$ cat src/qbt_pkg.sv
// Package: shared constants and types of the quad bus transceiver.
// Assumes: included before every design file that names qbt_pkg.
package qbt_pkg;

  // ==========================================================
  // Word shape
  localparam int QBT_WORD_W = 4;
  localparam int QBT_BUF_DEPTH = 2;

  // ==========================================================
  // Levels and reset values
  localparam logic QBT_DRV_CLK_PREV_RST = 1'b1;
  localparam logic QBT_PARITY_RST = 1'b0;
  localparam logic QBT_PULSE_RST = 1'b0;
  localparam logic QBT_LOADED_RST = 1'b0;
  localparam logic QBT_BUS_PULL_LEVEL = 1'b0;

  // ==========================================================
  // Receiver latch state
  typedef enum logic [0:0] {
    QBT_LATCH_OPEN = 1'b0,
    QBT_LATCH_HELD = 1'b1
  } qbt_latch_state_t;

endpackage

$ cat src/qbt_odd_parity.sv
// Module: parity tree over one word.
// Assumes: purely combinational; the caller registers the result.
`timescale 1ns/1ps
`default_nettype none

module qbt_odd_parity #(
  parameter int WIDTH = qbt_pkg::QBT_WORD_W
) (
  input wire logic [WIDTH-1:0] data,
  output logic parity
);

  // ==========================================================
  // Exclusive-or of all bits
  assign parity = ^data;

endmodule

`default_nettype wire

$ cat src/qbt_transceiver.sv
// What this block does
// - Driver clock rising edge loads four-bit register
// - Drive enable high: bus drivers not driving
// - Enabled bus line is inverse of register
// - Drivers only pull low, wired-OR bus
// - Receiver presents inverse of each bus line
// - Latch enable low: latches follow inverted bus
// - Latch enable high: hold value, ignore bus
// - Output enable high: receiver outputs undriven
// - Drivers enabled: parity of driver input word
// - Drivers disabled: parity of latched receive word
//
// File: top of the quad bus transceiver with parity.
// Assumes: all pins synchronous to clk; the bus wire is resolved outside
// from bus_oe (pull low) and bus_out; receiver three-state resolved outside.
`timescale 1ns/1ps
`default_nettype none

module qbt_transceiver #(
  parameter int WIDTH = qbt_pkg::QBT_WORD_W,
  parameter int BUF_DEPTH = qbt_pkg::QBT_BUF_DEPTH
) (
  input wire logic clk,
  input wire logic rst_b,
  input wire logic [WIDTH-1:0] in_data,
  input wire logic in_valid,
  output logic in_ready,
  input wire logic driver_reg_clock,
  input wire logic bus_drive_enable_n,
  input wire logic [WIDTH-1:0] bus_in,
  output logic [WIDTH-1:0] bus_out,
  output logic [WIDTH-1:0] bus_oe,
  input wire logic receive_latch_enable,
  input wire logic rx_out_enable_n,
  output logic [WIDTH-1:0] rx_data,
  output logic rx_oe,
  output logic rx_word_valid,
  output logic parity_odd,
  output logic driver_loaded
);

  // ==========================================================
  // Declarations
  logic [WIDTH-1:0] head_data;
  logic head_valid;
  logic head_ready;

  logic drv_clk_prev_reg, drv_clk_prev_next;
  logic drv_edge;
  logic [WIDTH-1:0] drv_word_reg, drv_word_next;
  logic loaded_reg, loaded_next;

  qbt_pkg::qbt_latch_state_t latch_state_reg, latch_state_next;
  logic [WIDTH-1:0] rx_latch_reg, rx_latch_next;
  logic [WIDTH-1:0] rx_inverted;
  logic rx_valid_reg, rx_valid_next;

  logic par_gen;
  logic par_chk;
  logic parity_reg, parity_next;

  // ==========================================================
  // Input word buffer
  // A word waits here until a driver clock edge takes it, so a
  // source that runs ahead is stalled through in_ready, not lost.
  qbt_word_buf #(
    .WIDTH(WIDTH),
    .DEPTH(BUF_DEPTH)
  ) u_buf (
    .clk(clk),
    .rst_b(rst_b),
    .in_data(in_data),
    .in_valid(in_valid),
    .in_ready(in_ready),
    .out_data(head_data),
    .out_valid(head_valid),
    .out_ready(head_ready)
  );

  // ==========================================================
  // Driver clock edge detection
  assign drv_edge = driver_reg_clock && !drv_clk_prev_reg;
  assign head_ready = drv_edge;

  always_comb begin
    drv_clk_prev_next = driver_reg_clock;
  end

  always_ff @(posedge clk) begin
    if (!rst_b) begin
      drv_clk_prev_reg <= qbt_pkg::QBT_DRV_CLK_PREV_RST;
    end else begin
      drv_clk_prev_reg <= drv_clk_prev_next;
    end
  end

  // ==========================================================
  // Driver register
  // All four bits load together from the buffer head on the edge;
  // an edge with an empty buffer keeps the old word.
  always_comb begin
    drv_word_next = drv_word_reg;
    if (drv_edge && head_valid) begin
      drv_word_next = head_data;
    end
  end

  // Data flops carry no reset
  always_ff @(posedge clk) begin
    drv_word_reg <= drv_word_next;
  end

  // Marks that the register holds a defined word
  always_comb begin
    loaded_next = loaded_reg;
    if (drv_edge && head_valid) begin
      loaded_next = 1'b1;
    end
  end

  always_ff @(posedge clk) begin
    if (!rst_b) begin
      loaded_reg <= qbt_pkg::QBT_LOADED_RST;
    end else begin
      loaded_reg <= loaded_next;
    end
  end

  assign driver_loaded = loaded_reg;

  // ==========================================================
  // Open-collector bus drivers
  // A register one becomes a pulled-low line; a zero releases it.
  // The driven level is only ever low, so other devices can share
  // each line as a wired-OR.
  genvar gi;
  generate
    for (gi = 0; gi < WIDTH; gi++) begin : g_bus_bit
      assign bus_out[gi] = qbt_pkg::QBT_BUS_PULL_LEVEL;
      assign bus_oe[gi] = !bus_drive_enable_n && drv_word_reg[gi];
      assign rx_inverted[gi] = !bus_in[gi];
    end
  endgenerate

  // ==========================================================
  // Receiver latch state
  always_comb begin
    if (receive_latch_enable) begin
      latch_state_next = qbt_pkg::QBT_LATCH_HELD;
    end else begin
      latch_state_next = qbt_pkg::QBT_LATCH_OPEN;
    end
  end

  always_ff @(posedge clk) begin
    if (!rst_b) begin
      latch_state_reg <= qbt_pkg::QBT_LATCH_OPEN;
    end else begin
      latch_state_reg <= latch_state_next;
    end
  end

  // ==========================================================
  // Receiver latches
  // Open: follow the inverted bus each cycle. Closed: the word seen
  // in the last open cycle stays regardless of the bus.
  always_comb begin
    rx_latch_next = rx_latch_reg;
    if (!receive_latch_enable) begin
      rx_latch_next = rx_inverted;
    end else begin
      rx_latch_next = rx_latch_reg;
    end
  end

  // Data flops carry no reset
  always_ff @(posedge clk) begin
    rx_latch_reg <= rx_latch_next;
  end

  // ==========================================================
  // Closing pulse
  // On the edge the latch closes, flags for one cycle that a word is held.
  always_comb begin
    rx_valid_next = qbt_pkg::QBT_PULSE_RST;
    case (latch_state_reg)
      qbt_pkg::QBT_LATCH_OPEN: begin
        rx_valid_next = receive_latch_enable;
      end
      qbt_pkg::QBT_LATCH_HELD: begin
        rx_valid_next = 1'b0;
      end
      default: begin
        rx_valid_next = 1'b0;
      end
    endcase
  end

  always_ff @(posedge clk) begin
    if (!rst_b) begin
      rx_valid_reg <= qbt_pkg::QBT_PULSE_RST;
    end else begin
      rx_valid_reg <= rx_valid_next;
    end
  end

  assign rx_word_valid = rx_valid_reg;

  // ==========================================================
  // Three-state receiver outputs
  assign rx_data = rx_latch_reg;
  assign rx_oe = !rx_out_enable_n;

  // ==========================================================
  // Parity generate / check
  qbt_odd_parity #(
    .WIDTH(WIDTH)
  ) u_par_gen (
    .data(head_data),
    .parity(par_gen)
  );

  qbt_odd_parity #(
    .WIDTH(WIDTH)
  ) u_par_chk (
    .data(rx_latch_reg),
    .parity(par_chk)
  );

  // Drive enable selects which word the parity output covers
  always_comb begin
    if (!bus_drive_enable_n) begin
      parity_next = par_gen;
    end else begin
      parity_next = par_chk;
    end
  end

  always_ff @(posedge clk) begin
    if (!rst_b) begin
      parity_reg <= qbt_pkg::QBT_PARITY_RST;
    end else begin
      parity_reg <= parity_next;
    end
  end

  assign parity_odd = parity_reg;

endmodule

`default_nettype wire

$ cat src/qbt_word_buf.sv
// Module: two-entry word buffer with valid/ready on both sides.
// Assumes: one clock, synchronous active-low reset; storage in flip-flops.
`timescale 1ns/1ps
`default_nettype none

module qbt_word_buf #(
  parameter int WIDTH = qbt_pkg::QBT_WORD_W,
  parameter int DEPTH = qbt_pkg::QBT_BUF_DEPTH
) (
  input wire logic clk,
  input wire logic rst_b,
  input wire logic [WIDTH-1:0] in_data,
  input wire logic in_valid,
  output logic in_ready,
  output logic [WIDTH-1:0] out_data,
  output logic out_valid,
  input wire logic out_ready
);

  localparam int PTR_W = (DEPTH > 1) ? $clog2(DEPTH) : 1;
  localparam int CNT_W = $clog2(DEPTH + 1);
  localparam logic [PTR_W-1:0] LAST_IDX = PTR_W'(DEPTH - 1);

  logic [WIDTH-1:0] mem_reg [DEPTH];
  logic [PTR_W-1:0] wr_ptr_reg, wr_ptr_next;
  logic [PTR_W-1:0] rd_ptr_reg, rd_ptr_next;
  logic [CNT_W-1:0] count_reg, count_next;
  logic push, pop;

  // ==========================================================
  // Handshake
  assign in_ready = (count_reg != CNT_W'(DEPTH));
  assign out_valid = (count_reg != '0);
  assign push = in_valid && in_ready;
  assign pop = out_valid && out_ready;
  assign out_data = mem_reg[rd_ptr_reg];

  // ==========================================================
  // Pointers and fill level
  always_comb begin
    wr_ptr_next = wr_ptr_reg;
    rd_ptr_next = rd_ptr_reg;
    count_next = count_reg;
    if (push) begin
      wr_ptr_next = (wr_ptr_reg == LAST_IDX) ? '0 : wr_ptr_reg + 1'b1;
    end
    if (pop) begin
      rd_ptr_next = (rd_ptr_reg == LAST_IDX) ? '0 : rd_ptr_reg + 1'b1;
    end
    if (push && !pop) begin
      count_next = count_reg + 1'b1;
    end else if (pop && !push) begin
      count_next = count_reg - 1'b1;
    end
  end

  always_ff @(posedge clk) begin
    if (!rst_b) begin
      wr_ptr_reg <= '0;
      rd_ptr_reg <= '0;
      count_reg <= '0;
    end else begin
      wr_ptr_reg <= wr_ptr_next;
      rd_ptr_reg <= rd_ptr_next;
      count_reg <= count_next;
    end
  end

  // ==========================================================
  // Storage, no reset
  always_ff @(posedge clk) begin
    if (push) begin
      mem_reg[wr_ptr_reg] <= in_data;
    end
  end

endmodule

`default_nettype wire

$ cat config.mk
export PLATFORM = sky130hd
export DESIGN_NAME = qbt_transceiver
export DESIGN_NICKNAME = d
export VERILOG_FILES = /design/src/qbt_pkg.sv /design/src/qbt_odd_parity.sv /design/src/qbt_transceiver.sv /design/src/qbt_word_buf.sv
export SDC_FILE = /design/constraint.sdc
export NUM_CORES = 1
export LEC_CHECK = 0
export BUFFER_PORTS_ARGS = -buffer_cell sky130_fd_sc_hd__buf_4
export CORE_UTILIZATION = 53
export CTS_CLUSTER_SIZE = 16
export DETAILED_ROUTE_END_ITERATION = 8
export PLACE_DENSITY_LB_ADDON = 0.25
export SLEW_MARGIN = 20
export SYNTH_ARGS = -nofsm -noshare
export SYNTH_HDL_FRONTEND = slang
export SYNTH_SLANG_ARGS = --single-unit
export TNS_END_PERCENT = 20
$ cat constraint.sdc
create_clock -name clk -period 4.15 [get_ports clk]
set_input_delay 0.83 -clock clk [delete_from_list [all_inputs] [get_ports clk]]
set_output_delay 0.83 -clock clk [all_outputs]
set_load 0.02 [all_outputs]
Word-level counts from Yosys, hierarchy flattened

Memory sizes are Yosys's and may differ from the RTL's. A register that Yosys moved wholly into a read port is not among the register bits.
Index checks and enable logic that the tools add are counted.

$add $sub $neg: 4
Equality and inequality tests: 1
Multiplexer cells: 11
Bitwise gates (word level): 1
Reductions and logical operators: 22

Operator list:

| operator                                         | number |
|---|---|
| logical AND 1 bit                                | 9 |
| logical NOT 1 bit                                | 9 |
| two-way mux 1 bit                                | 8 |
| XOR reduction 4 bit                              | 2 |
| two-way mux 2 bit                                | 2 |
| nonzero test 2 bit                               | 2 |
| adder 1 bit, second input constant               | 2 |
| adder 2 x 1 -> 2 bit, second input constant      | 1 |
| inequality test 2 bit, second input constant     | 1 |
| case mux 1 bit (2 select lines)                  | 1 |
| subtractor 2 x 1 -> 2 bit, second input constant | 1 |
| NOT 1 bit                                        | 1 |

Register bits after elaboration: 17
RAM bits: 8
Output and inout bits: 17
Word-level logic and storage cells: 50
Memories: 1

Memory list:

| memory        | depth | bits a word | rd ports | clocked after memory_dff | write ports | RTL line           | text |
|---|---|---|---|---|---|---|---|
| u_buf.mem_reg | 2     | 4           | 1        | 1                        | 1           | qbt_word_buf.sv:24 | `logic [WIDTH-1:0] mem_reg [DEPTH];` |

Longest topological paths before layout

Depth in word-level cells: 6
Mapped depth: 7
Mapped depth without buffers: 7

Hierarchy

A second synthesis with hierarchy kept.

Cell total of the unflattened synthesis: 78
Area, all modules: 1068.5 um2

Modules (own cells, without submodules):

| module          | instances | cells an instance | area each (um2) | seq. area each (um2) |
|---|---|---|---|---|
| qbt_word_buf    | 1         | 36                | 528.0           | 340.3 |
| qbt_transceiver | 1         | 36                | 488.0           | 340.3 |
| qbt_odd_parity  | 2         | 3                 | 26.3            | 0.0 |

Worst setup path before layout

No wires, ideal clock.

Path type: in2out
Start: in bus_drive_enable_n
End: out bus_oe[0]
Arrival: 1.134 ns
Data required time: 3.320 ns
Setup slack: 2.186 ns
Cell stages on the path: 1
Path through: nor2b_1

Word-level cells in the longest chain between the ends: 2

RTL lines:

| item              | RTL line               | text |
|---|---|---|
| from (decl)       | qbt_transceiver.sv:29  | `input wire logic bus_drive_enable_n,` |
| logical NOT 1 bit | --                     |  |
| logical AND 1 bit | qbt_transceiver.sv:140 | `assign bus_oe[gi] = !bus_drive_enable_n && drv_word_reg[gi];` |
| to (decl)         | qbt_transceiver.sv:32  | `output logic [WIDTH-1:0] bus_oe,` |

Every way passes these cells.

Final worst setup path

Start: in bus_drive_enable_n
End: out bus_oe[3]

The elaborated chain is that of the path after synthesis.

==> run summary <==
Drt wl/cell = 10.57 um
Vias per cell = 4.579
Fin. Hold Viols = 0
Flop pwr share = 58.9%
Antenna cells = 0
Die height = 46.67 um
Seq/Total Area, Yosys = 64.38%
Post-layout min period = 2.047 ns
Crit. End Element = output port
Clk slew on worst S/H paths = 0.12 ns
Root Buffer = clkbuf_4
Die width = 46.67 um
Required time of the critical path = 3.32 ns
Max FFs per register = 8
Register bit total from synthesis = 26
Comb pwr share = 22.7%
Final setup viols = 0
MaxCap Viol Count = 0
Cells after Synth = 78
Row count = 15
Initial antenna violation count = 0
Die area = 2178 um^2
Final GP Congestion = 0.6513
I/O Buffers = 27
Power Density = 423.5 nW/um^2
R2R Setup Slk = 2.52 ns
H-tree Lvls = 1
Area Growth Syn to Fin = 22.84%
Critical Path Fanout Max = 6
Yosys top cell by area = edfxtp_1
Synth top area share = 45.44%
Number of non-filler instances in the completed layout = 133
Critical Path Source Type = input pin
CTS Buf Count = 3
Setup TNS = 0 ns
Skew-Pair Late Insertion Delay = 0.30 ns
Place WS = 2.095 ns
Most frequent cells in the layout = buf_4 (27), edfxtp_1 (16), dfxtp_1 (10), inv_1 (9), xnor2_1 (6)
Post-CTS sizing = 0
Detailed-route via count = 609
Pins Over Slew Limit = 0
Total GRT Usage = 15.25%
DRC viols = 0
Routed Antenna Nets = 0
I/O pin cnt = 32
Power share of the clock group = 18.3%
Max Clk Rate = 488.6 MHz
Setup WS post-layout = 2.103 ns
RSZ-0062 raised after global routing = no
Post-DP HPWL = 1100 um
Yosys warnings = 0
Core area = 1802 um^2
Placed insts = 129
Initial Utilization = 58.68%
Crit path DAT = 1.22 ns
Synthesized cell area = 1057 um^2
CTS tree = built
CTS sink count = 26
Deepest clock path buffer count = 2
Top post-synthesis cells by area = edfxtp_1 (45%), dfxtp_1 (19%), xnor2_1 (5.0%)
TritonRoute pass-1 iters = 3
Crit share post-route = 49.31%
Commonest non-fill, non-tap cell in the layout = buf_4
Pin count of the biggest net entering global routing = 15
Sw Ratio = 25.70%
Share of layout cells above drive strength 1 = 31.48%
Hold-fix buffers, CTS = 0
Initial drt markers = 5
Int Pwr = 0.4087 mW
Syn avg cell area = 13.55 um^2
Sw power = 0.1414 mW
Clock skew = 0.001057 ns
Yosys cell types = 24
Worst hold path class = reg2reg
CP Class = in2out
Number of global-route vias before repair = 507
VDD IR max = 0.3380 mV
Leak pwr = 0.5775 nW
Setup bufs post-CTS = 0
GR Overflow Total = 0
Nets = 125
Outcome = completed
Final wirelength = 1406 um
First-pass GRT wire length = 2166 um
critical path: stages:
cell and delay, ns:
buf_4 0.13, nor2b_1 0.11, buf_4 0.15
power groups by stage:
| stage | Clock [mW] | Combinational (mW) | Sequential (mW) |
|---|---|---|---|
| after floorplan | 0 | 0.0803 | 0.335 |
| final | 0.101 | 0.125 | 0.324 |
| after global routing | 0.116 | 0.138 | 0.328 |
| after global placement | 0 | 0.123 | 0.328 |
| after detailed placement | 0 | 0.125 | 0.331 |
| after CTS | 0.105 | 0.127 | 0.325 |
final cells by class:
class,count,area [um^2]
sequential,26,680.7
clock inverter,1,3.754
timing repair buffer,27,202.7
tap,25,31.28
multi-input combinational,42,324.1
clock buffer,3,22.52
inverter,9,33.78
fill,143,503.0
final timing paths:
check,from,end,depth (start not counted)
min reg2reg,latch_state_reg$_SDFF_PN0_,rx_word_valid$_SDFF_PP0_,1
max reg2reg,u_buf.count_reg[0]$_SDFFE_PN0P_,u_buf.count_reg[1]$_SDFFE_PN0P_,6
min,latch_state_reg$_SDFF_PN0_,rx_word_valid$_SDFF_PP0_,1
max,bus_drive_enable_n,bus_oe[3],3
synth_stat cells:
library cell and instances:
a21boi_0 1, and2_1 5, and3_1 1, buf_4 4, conb_1 1, dfxtp_1 10, edfxtp_1 16, ha_1 1
inv_1 9, mux2_2 3, mux2_4 1, mux2i_1 1, nand2_1 2, nand2b_1 2, nor2_1 1, nor2b_1 5
o211a_1 1, o211ai_1 1, o21a_1 1, o21ai_0 1, or3_1 1, xnor2_1 6, xnor3_1 1, xor2_1 3
through the flow:
stage / cell area [um^2] / utilization, % / hold slack [ns] / total power, mW
CTS: 1299 / 72.08 / 0.3977 / 0.5566
global route: 1299 / 72.08 / 0.4042 / 0.5822
detailed placement: 1272 / 70.63 / 0.3797 / 0.4555
finish: 1299 / 72.08 / 0.3946 / 0.5500
floorplan: 1069 / - / 0.3674 / 0.4153
global placement: 1272 / 70.63 / 0.3733 / 0.4510
kinds of logic after synthesis:
group	after synthesis	synth area share (%)
buffers and inverters	13	6.035
flip-flops	26	64.38
AND/OR/NAND/NOR	17	9.350
multiplexers	5	5.562
AO/OA/AOI/OAI	5	3.551
XOR/XNOR	10	9.586
other	1	0.3547
adder cells (fa/ha/maj)	1	1.183
metal layers:
layer / vias up / track usage, % / wire length (um)
met5: - / 0 / 0
met4: 0 / 10.29 / 12
met3: 2 / 2.353 / 104
met2: 23 / 25.00 / 697
met1: 269 / 18.30 / 592
li1: 315 / - / -
Power figures use the tool's default switching activity.
